`src/common/pci_init_consts.vh`:
```
`ifndef PCI_INIT_CONSTS_VH
`define PCI_INIT_CONSTS_VH

// Bus command codes
`define CMD_IO_RD        4'h2
`define CMD_IO_WR        4'h3
`define CMD_MEM_RD       4'h6
`define CMD_MEM_WR       4'h7
`define CMD_CFG_RD       4'hA
`define CMD_CFG_WR       4'hB
`define CMD_MEM_RD_MULT  4'hC
`define CMD_DUAL_ADDR    4'hD
`define CMD_MEM_RD_LINE  4'hE
`define CMD_MEM_WR_INV   4'hF

// Burst limits
`define EARLY_STOP_WORDS 8'h03
`define LINE_WORDS       8'h08
`define LINE_SHIFT       3

// Clocks without device select before a master abort
`define DEVSEL_TIMEOUT   3'h5

`endif

```
`src/verilog/pci_initiator.v`:
```
// Summary of operation
// - Complete reads with ready on edge three to six
// - Hold write data until target takes it
// - Each word moves once under toggling ready
// - Target parity error on write sets status
// - Drive parity error two clocks after read phase
// - Bad read parity on single phase sets status
// - Bursts and line reads also check parity
// - Burst and invalidate writes honour target error
// - Early stop ends bursts before fourth phase, except configuration and write and invalidate
// - Configuration cycles are never cut early
// - Dual address commands are refused
// - Write and invalidate ends on line boundary
`timescale 1ns/10ps
`default_nettype none
`include "pci_init_consts.vh"

module pci_initiator (
	input  wire        clk,
	input  wire        resetn,
	input  wire        req_valid,
	output wire        req_ready,
	input  wire [3:0]  req_cmd,
	input  wire [31:0] req_addr,
	input  wire [3:0]  req_be_n,
	input  wire [7:0]  req_len,
	input  wire        req_early_stop,
	input  wire [31:0] wr_data,
	input  wire        wr_valid,
	output wire        wr_ready,
	output reg  [31:0] rd_data,
	output reg         rd_valid,
	output reg         done,
	output reg  [7:0]  xfer_count,
	output reg         master_abort,
	output reg         parity_error_detected,
	input  wire        parity_error_clear,
	output wire        busy,
	output wire        frame_n_out,
	output reg         frame_n_oe_n,
	output wire        irdy_n_out,
	output reg         irdy_n_oe_n,
	input  wire [31:0] ad_in,
	output reg  [31:0] ad_out,
	output reg         ad_oe_n,
	output reg  [3:0]  cbe_n_out,
	output reg         cbe_n_oe_n,
	input  wire        par_in,
	output reg         par_out,
	output reg         par_oe_n,
	input  wire        perr_n_in,
	output reg         perr_n_out,
	output reg         perr_n_oe_n,
	input  wire        trdy_n,
	input  wire        devsel_n,
	input  wire        stop_n
);

	localparam S_IDLE = 2'b00;
	localparam S_ADDR = 2'b01;
	localparam S_DATA = 2'b10;
	localparam S_TURN = 2'b11;

	reg  [1:0]  state;
	reg         frame_q;
	reg         irdy_q;
	reg         is_write;
	reg  [7:0]  len;
	reg         data_full;
	reg  [7:0]  loaded;
	reg  [2:0]  devsel_wait;
	reg         rd_check;
	reg  [35:0] rd_capture;
	reg  [1:0]  wr_tail;
	reg  [7:0]  eff_len;
	reg         next_frame;
	reg         next_irdy;
	reg         finish;

	wire xfer     = irdy_q & ~trdy_n;
	wire stop_hit = irdy_q & ~stop_n & ~devsel_n;
	wire timeout  = (devsel_wait == `DEVSEL_TIMEOUT);
	wire last     = (xfer_count + 8'h01 == len);
	wire load     = wr_ready & wr_valid;
	wire is_cfg   = (req_cmd == `CMD_CFG_RD) | (req_cmd == `CMD_CFG_WR);
	wire start    = req_valid & req_ready;

	// Target parity lands a clock after the word; flag it on that same edge
	wire perr_drive = rd_check & (^{rd_capture, par_in});

	assign req_ready   = (state == S_IDLE) & (req_cmd != `CMD_DUAL_ADDR);
	assign busy        = (state != S_IDLE);
	assign frame_n_out = ~frame_q;
	assign irdy_n_out  = ~irdy_q;
	// Fetch a word only when the held one is empty or leaving this edge
	assign wr_ready    = is_write & ((state == S_ADDR) | (state == S_DATA)) &
	                     (loaded != len) & (~data_full | xfer);

	////////////////////////////////////////////////////////////////////////
	// Effective burst length chosen at request time
	always @* begin
		eff_len = (req_len == 8'h00) ? 8'h01 : req_len;
		if (req_cmd == `CMD_MEM_WR_INV) begin
			// Whole cache lines only, never less than one
			eff_len = {req_len[7:`LINE_SHIFT], 3'b000};
			if (eff_len == 8'h00)
				eff_len = `LINE_WORDS;
		end else if (req_early_stop && !is_cfg && eff_len > `EARLY_STOP_WORDS) begin
			eff_len = `EARLY_STOP_WORDS;
		end
	end

	////////////////////////////////////////////////////////////////////////
	// Next frame and ready levels during the data phases
	always @* begin
		finish     = 1'b0;
		next_frame = frame_q;
		next_irdy  = irdy_q;
		if (state == S_DATA) begin
			if ((xfer && last) || ((stop_hit || timeout) && !frame_q)) begin
				finish     = 1'b1;
				next_frame = 1'b0;
				next_irdy  = 1'b0;
			end else if (stop_hit || timeout) begin
				// Drop frame, keep ready up so the final phase can close
				next_frame = 1'b0;
				next_irdy  = 1'b1;
			end else begin
				// Read waits come from the target; writes also wait for data, and ready stays until the word moves
				next_irdy = is_write ? ((data_full & ~xfer) | load) : 1'b1;
				if (next_irdy && (xfer_count + {7'h00, xfer} + 8'h01 == len))
					next_frame = 1'b0;
			end
		end
	end

	////////////////////////////////////////////////////////////////////////
	// Transaction sequencer and bus drivers
	always @(posedge clk) begin
		if (!resetn) begin
			state        <= S_IDLE;
			frame_q      <= 1'b0;
			irdy_q       <= 1'b0;
			is_write     <= 1'b0;
			len          <= 8'h00;
			data_full    <= 1'b0;
			loaded       <= 8'h00;
			devsel_wait  <= 3'h0;
			xfer_count   <= 8'h00;
			done         <= 1'b0;
			master_abort <= 1'b0;
			frame_n_oe_n <= 1'b1;
			irdy_n_oe_n  <= 1'b1;
			ad_out       <= 32'h00000000;
			ad_oe_n      <= 1'b1;
			cbe_n_out    <= 4'hF;
			cbe_n_oe_n   <= 1'b1;
		end else begin
			done <= 1'b0;
			case (state)
			S_IDLE: begin
				frame_n_oe_n <= 1'b1;
				irdy_n_oe_n  <= 1'b1;
				if (start) begin
					state        <= S_ADDR;
					frame_q      <= 1'b1;
					frame_n_oe_n <= 1'b0;
					irdy_n_oe_n  <= 1'b0;
					is_write     <= req_cmd[0];
					len          <= eff_len;
					loaded       <= 8'h00;
					xfer_count   <= 8'h00;
					master_abort <= 1'b0;
					devsel_wait  <= 3'h0;
					ad_out       <= req_addr;
					ad_oe_n      <= 1'b0;
					cbe_n_out    <= req_cmd;
					cbe_n_oe_n   <= 1'b0;
				end
			end
			S_ADDR: begin
				state     <= S_DATA;
				cbe_n_out <= req_be_n;
				ad_oe_n   <= ~is_write; // Reads turn the bus around here
				irdy_q    <= is_write ? load : 1'b1;
				frame_q   <= ~(len == 8'h01 && (load || !is_write));
				if (load) begin
					ad_out    <= wr_data;
					data_full <= 1'b1;
					loaded    <= loaded + 8'h01;
				end
			end
			S_DATA: begin
				frame_q <= next_frame;
				irdy_q  <= next_irdy;
				if (!devsel_n)
					devsel_wait <= 3'h0;
				else if (xfer_count == 8'h00 && !timeout)
					devsel_wait <= devsel_wait + 3'h1;
				if (xfer)
					xfer_count <= xfer_count + 8'h01;
				// Write word only replaced once the target took it
				if (load) begin
					ad_out    <= wr_data;
					data_full <= 1'b1;
					loaded    <= loaded + 8'h01;
				end else if (xfer) begin
					data_full <= 1'b0;
				end
				if (finish) begin
					state        <= S_TURN;
					master_abort <= timeout;
					ad_oe_n      <= 1'b1;
					cbe_n_oe_n   <= 1'b1;
					data_full    <= 1'b0;
				end
			end
			S_TURN: begin
				// Frame and ready already high; release next clock
				state <= S_IDLE;
				done  <= 1'b1;
			end
			default: state <= S_IDLE;
			endcase
		end
	end

	////////////////////////////////////////////////////////////////////////
	// Parity generation, read checking and error reporting
	always @(posedge clk) begin
		if (!resetn) begin
			par_out               <= 1'b0;
			par_oe_n              <= 1'b1;
			rd_data               <= 32'h00000000;
			rd_valid              <= 1'b0;
			rd_check              <= 1'b0;
			rd_capture            <= 36'h000000000;
			perr_n_out            <= 1'b1;
			perr_n_oe_n           <= 1'b1;
			wr_tail               <= 2'h0;
			parity_error_detected <= 1'b0;
		end else begin
			// Parity trails address and data by one clock
			par_out  <= ^{ad_out, cbe_n_out};
			par_oe_n <= ad_oe_n;
			rd_valid <= 1'b0;
			rd_check <= 1'b0;
			if (state == S_DATA && !is_write && xfer) begin
				rd_data    <= ad_in;
				rd_valid   <= 1'b1;
				rd_check   <= 1'b1;
				rd_capture <= {ad_in, cbe_n_out};
			end
			// Pin low two clocks after the word; a later drive would miss the target
			if (perr_drive) begin
				perr_n_out  <= 1'b0;
				perr_n_oe_n <= 1'b0;
			end else if (!perr_n_out) begin
				perr_n_out <= 1'b1;
			end else begin
				perr_n_oe_n <= 1'b1;
			end
			// Target error report can trail the last write phase by two clocks
			if (state == S_DATA && is_write)
				wr_tail <= 2'h3;
			else if (wr_tail != 2'h0)
				wr_tail <= wr_tail - 2'h1;
			// Set wins over a clear in the same clock
			if ((perr_drive) ||
			    ((state == S_DATA && is_write) || wr_tail != 2'h0) && !perr_n_in)
				parity_error_detected <= 1'b1;
			else if (parity_error_clear)
				parity_error_detected <= 1'b0;
		end
	end

endmodule
`default_nettype wire

```
`config.mk`:
```
export PLATFORM = sky130hd
export DESIGN_NAME = pci_initiator
export DESIGN_NICKNAME = d
export VERILOG_FILES = /design/src/verilog/pci_initiator.v
export VERILOG_INCLUDE_DIRS = /design/src /design/src/common
export SDC_FILE = /design/constraint.sdc
export NUM_CORES = 1
export LEC_CHECK = 0
export ABC_AREA = 1
export BUFFER_PORTS_ARGS = -buffer_cell sky130_fd_sc_hd__buf_2
export CAP_MARGIN = 20
export CORE_MARGIN = 10
export CORE_UTILIZATION = 53
export DETAILED_ROUTE_END_ITERATION = 7
export PLACE_DENSITY = 0.79
export SLEW_MARGIN = 10
export SYNTH_ARGS = -nofsm -noshare
export SYNTH_HDL_FRONTEND = slang
export SYNTH_SLANG_ARGS = --single-unit
export TNS_END_PERCENT = 20
```
`constraint.sdc`:
```
create_clock -name clk -period 2.55 [get_ports clk]
set_clock_uncertainty 0.15 [all_clocks]
set_input_delay 0.3825 -clock clk [delete_from_list [all_inputs] [get_ports clk]]
set_output_delay 0.3825 -clock clk [all_outputs]
set_load 0.02 [all_outputs]
```
After elaboration in Yosys (flattened, before gate mapping)
Cells that the tools add are included.

operators by class
  divide/modulo/power cells = 0
  $add $sub $neg = 6
  multiply operators = 0
  eq/ne operators = 20
  shifts and indexed selects = 0
  reduce and logical (&&, ||, !) cells = 48
  bitwise logic cells = 24
  magnitude comparators = 1
  multiplexer cells = 54

operators with widths
  cell                 number
  $mux 32              2
  $pmux 32 s2          1
  $mux 8               7
  $reduce_xor 37->1    1
  $reduce_xor 36->1    1
  $pmux 8 s2           2
  $mux 1               25
  $add 8x1->8 const B  3
  $reduce_and 3->1     7
  $reduce_bool 2->1    9
  $eq 8x8->1           2
  $logic_not 8->1      2
  $eq 4x4->1 const B   3
  $ne 4x4->1 const B   3
  $and 1x1->1          11
  $logic_and 1x1->1    11
  $mux 3               3
  $not 1->1            9
  $add 8x1->8          1
  $eq 8x1->1 const B   1
  $gt 8x2->1 const B   1
  $mux 2               4
  $ne 2x2->1 const B   4
  $ne 8x8->1           1
  21 further kinds     39

word-level totals
  RAM bits = 0
  ROM bits = 0
  output and inout bits = 93
  register bits = 150
  latch bits = 0
  memories = 0

Longest topological paths before layout
  depth in word-level cells = 13
  mapped depth = 19
  gate-level depth less buffers = 19

Worst setup path after synthesis
Ideal clock, no wire load.

  kind = register to register
  start point = register state[0]
  end point = register frame_q
  path slack = 376 ps
  data arrival time = 1,909 ps
  period minus slack after synthesis = 2,174 ps
  stages on the path, launching flop included = 13
  data required time = 2,285 ps
  path buffers = 1
  cell sequence = dfxtp_1 inv_1 ha_1 inv_2 nor2_1 nand2_1 buf_4 inv_2 nor2_4 nor2_1 nand2_2 a21oi_1 nor2_1

RTL lines
  item                        RTL line             source
  start: declaration          pci_initiator.v:64   reg [1:0] state;
  start signal: assignment    pci_initiator.v:141  state <= S_IDLE;
  start signal: assignment    pci_initiator.v:165  state <= S_ADDR;
  start signal: assignment    pci_initiator.v:182  state <= S_DATA;
  $logic_not 2->1             pci_initiator.v:91   assign req_ready = (state == S_IDLE) & (req_cmd != `CMD_DUAL_ADDR);
  $and 1x1->1                 pci_initiator.v:91
  named net req_ready         pci_initiator.v:22   output wire req_ready,
  $and 1x1->1                 pci_initiator.v:86   wire start = req_valid & req_ready;
  $ne 2x2->1 (no line)        n/a
  $reduce_and 3->1 (no line)  n/a
  end signal: assignment      pci_initiator.v:186  frame_q <= ~(len == 8'h01 && (load || !is_write));
  end signal: assignment      pci_initiator.v:194  frame_q <= next_frame;
  end: declaration            pci_initiator.v:65   reg frame_q;

The timed path passes the listed nets, and every way through them passes these cells.
A chain may end at the register's enable or synchronous reset.

Worst setup path after layout
  start point = register state[0]
  end point = output wr_ready

on the way
  longest elaborated chain between the ends = 5

RTL lines
  item                                             RTL line            source
  $eq 2x1->1 / $eq 2x2->1 (equally long branches)  pci_initiator.v:96  assign wr_ready = is_write & ((state == S_ADDR) | (state == S_DATA)) &
  $or 1x1->1 *                                     pci_initiator.v:96
  $and 1x1->1 * (2 in series)                      pci_initiator.v:96
  $and 1x1->1 *                                    pci_initiator.v:97  (loaded != len) & (~data_full | xfer);
  end: declaration                                 pci_initiator.v:30  output wire wr_ready,

Mark *: on every way between the ends. The rest lies on a longest branch, timed or not.

==> flow_summary.yaml <==
pwr:
  p_clk_frac: 0.275
  p_seq_frac: 0.262
  combinationalPowerShare: 0.462
  p_leak_uw: 0.00447
  internal_power_uw: 5610
  irDropWorstVdd_uv: 619
  switching_share: 0.426
  power_switching_uw: 4160
  powerDensity_nw_per_um2: 1110
place:
  dp_slack_ns: 0.0883
  port_buffers: 215
  globalplace.congestion: 0.914
  dpl.hpwl_um: 16000
  dp_cells: 1416
  dpl_cell_area_sq_um: 8150
setup_path:
  crit_path_frequent_cell: "inv_1"
  cp-start-kind: "flip-flop"
  rr_endpoint: "frame_q"
  r2r_cells: 17
  critical_path_cell_count: 7
  crit_end: "wr_ready"
  worst-path-max-fanout: 5
  path_class: "flip-flop to primary output"
  r2r_start: "xfer_count[0]"
  endpoint_kind: "primary output"
  cp_slowest_cell: "dfxtp_1"
  slowest_delay_ns: 0.38
  crit_required_ns: 2.02
  r2r_slack_ns: 0.30
  crit_family: "buffers and inverters"
  path_cells: "inv_1, ha_4, inv_1, nor2_2, nand2_1, inv_1, buf_2"
  critical_path_buf_inv_count: 4
  worstPathArrival_ns: 1.85
  cp-startpoint: "state[0]"
sta:
  period_share: 0.936
  min_period_ns: 2.39
  finalSetupViolCount: 0
  setup_slack_ns: 0.163
  fmax_mhz: 419
  whs_ns: 0.0336
  relSlewSlack: 0.575
  hold_viol_final: 0
  tightest_slew_ns: 0.637
  final.setup.tns_ns: 0
  rsz0062_at_grt: "false"
  drv_slew: 0
routing:
  drt_wl_total_um: 21200
  drc: 0
  first_pass_iters: 5
  wl_per_cell_um: 14.6
  wl_met1_um: 8580
  viasPerCell: 5.17
  met2_length_um: 10600
  met3WireLength_um: 1590
  top_layer_used: "met4"
  drtIter0Drc: 536
  drtAntennaViolNets: 0
  vias: 7493
synthesis:
  synth_top_flop_cell: "dfxtp_1"
  synthesis.nets: 1221
  synth_edf_count: 0
  synth-async-reset-ratio: 0
  syn_area_per_cell_sq_um: 6.64
  syn_area_sq_um: 7210
  synth_cell_type_count: 43
  ys.warnings.count: 0
  ys_ff_latch: 118
  netlist_instances: 1086
  seq_area_frac_synth: 0.328
hold_path:
  worstHoldPathType: "input port to flip-flop"
cts:
  path_clk_slew_ns: 0.06
  root_buffer: "clkbuf_16"
  h-tree-depth: 4
  clk_latency_ns: 0.42
  cts-buffers-inserted: 17
  cts_buffer_depth: 2
  clock_sinks: 118
  post_cts_buffers: 0
  tritoncts: "yes"
global_route:
  grt_pass1_vias: 7013
  overflow: 0
  grt_first_pass_wirelength_um: 33300
  antenna_found_initial: 1
  grt_usage: 0.218
  grt_max_degree: 40
floorplan:
  io-pin-count: 216
  rows: 42
  die_y_um: 137
  start_util: 0.542
  core_sq_um: 13300
  dieArea_sq_um: 18700
  die_x_um: 137
run:
  maxCapViolations: 0
finish:
  post_layout_nonfiller_instances: 1450
  nets: 1394
  area_growth_pct: 22.6
  design_area_sq_um: 8840
  fillers: 1226
  drive_above_1_share: 0.237
status:
  status: "finished, final reports clean"
sequential cells by signal, summed over array words and instances, names as in the netlist, 2 cells and up:
| register | flops |
|---|---|
| rd_data | 32 |
| xfer_count | 8 |
| rd_capture | 4 |
| ad_out | 32 |
| len | 8 |
| state | 2 |
| wr_tail | 2 |
| loaded | 8 |
| cbe_n_out | 4 |
| devsel_wait | 3 |
power groups by stage:
stage,Combinational [uW],Sequential [uW],Clock (uW)
2_1_floorplan,3210,2780,0
3_3_place_gp,4370,2580,0
3_5_place_dp,4450,2590,0
4_1_cts,4490,2560,2720
5_1_grt,5130,2610,2810
6_report,4520,2560,2690
worst reg2reg max path, cell delays in order (launching register included):
cell and delay [ns]:
dfxtp_2 0.40, inv_1 0.11, ha_1 0.24, inv_1 0.06
ha_1 0.17, nand3_1 0.14, inv_1 0.09, nand2_1 0.06
nand2_1 0.06, nand2_1 0.05, inv_1 0.04, nand3_1 0.06
nor2_1 0.11, nand3_1 0.10, nand2_1 0.07, nand2_1 0.06
a21oi_1 0.13, nor2_1 0.05
cell usage in the layout, fill, tap and decap left out, types with 2 or more instances in the layout:
| master | instances |
|---|---|
| a211oi_1 | 2 |
| a21oi_1 | 55 |
| a31oi_1 | 33 |
| buf_2 | 215 |
| buf_4 | 17 |
| bufinv_16 | 5 |
| clkbuf_16 | 17 |
| clkbuf_8 | 3 |
| clkinv_2 | 2 |
| clkinvlp_4 | 4 |
| dfxtp_1 | 117 |
| diode_2 | 2 |
| ha_1 | 11 |
| inv_1 | 91 |
| inv_2 | 11 |
| nand2_1 | 363 |
| nand2_2 | 7 |
| nand3_1 | 35 |
| nand3_2 | 3 |
| nand3_4 | 2 |
| nand4_1 | 4 |
| nor2_1 | 71 |
| nor2_2 | 3 |
| nor2_4 | 3 |
| nor3_1 | 3 |
| nor3_4 | 2 |
| nor4_1 | 6 |
| o211ai_1 | 3 |
| o21ai_0 | 83 |
| o21ai_1 | 11 |
| o21bai_1 | 2 |
| o311ai_1 | 3 |
| xnor2_1 | 44 |
| xor2_1 | 27 |
layout make-up:
cell class / instances / area, sq um / share of cell area
antenna: 2 / 5.00 / 0.000566
clock buffer: 20 / 467 / 0.0528
clock inverter: 12 / 199 / 0.0225
inverter: 103 / 387 / 0.0438
multi-input combinational: 787 / 3990 / 0.452
sequential: 118 / 2360 / 0.267
tap: 176 / 220 / 0.0249
timing repair buffer: 232 / 1200 / 0.136
cell usage after synthesis (2+ instances only):
cell type,n,area share
nand2_1,363,0.19
dfxtp_1,118,0.33
inv_1,91,0.047
o21ai_0,83,0.058
nor2_1,71,0.037
a21oi_1,55,0.038
xnor2_1,44,0.053
buf_4,39,0.041
nand3_1,35,0.024
a31oi_1,33,0.029
xor2_1,27,0.033
clkbuf_1,23,0.012
ha_1,12,0.021
inv_2,11,0.0057
o21ai_1,11,0.0076
buf_2,10,0.0069
nand2_2,7,0.0061
nor4_1,6,0.0052
nand4_1,4,0.0035
nor2_2,4,0.0035
buf_6,3,0.0047
nand3_2,3,0.0042
nor3_1,3,0.0021
o211ai_1,3,0.0031
o311ai_1,3,0.0036
a211oi_1,2,0.0021
buf_1,2,0.0010
nand3_4,2,0.0049
nor2_4,2,0.0031
nor3_4,2,0.0045
o21bai_1,2,0.0021
per-layer routing:
layer  vias to the layer above  GRT usage
li1                       3794          -
met1                      3425      0.252
met2                       241      0.378
met3                        33     0.0587
met4                         0     0.0781
met5                         -          0
cells by family (layout without fill, tap and decap cells):
group / count (synthesis) / after routing / share of synthesized area
simple gates: 505 / 505 / 0.292
flops: 118 / 118 / 0.328
compound gates: 199 / 199 / 0.152
other cells: 0 / 2 / 0
xor+xnor: 71 / 71 / 0.0863
buf+inv: 181 / 367 / 0.121
fa+ha+maj: 12 / 12 / 0.0208
through the flow:
step           power (uW)   util
2_1_floorplan        5990      -
3_3_place_gp         6950  0.613
3_5_place_dp         7030  0.613
4_1_cts              9770  0.663
5_1_grt             10600  0.664
6_report             9770  0.665
worst min path at each step:
stage	start	slack, ns	cells past startpoint	end
after floorplan	devsel_wait[2]	0.27	1	devsel_wait[2]
after global placement	rd_check	0.29	1	perr_n_out
after detailed placement	rd_check	0.30	1	perr_n_out
after CTS	ad_in[27]	0.02	3	rd_data[27]
after global routing	ad_in[27]	0.03	3	rd_data[27]
final	ad_in[27]	0.03	3	rd_data[27]
repair_timing:
action,4_1_cts,5_1_grt
setup endpoints to repair,0,21
hold buffers,0,0
resized for setup,0,3
No activity file was read; power rests on OpenSTA's default activity.
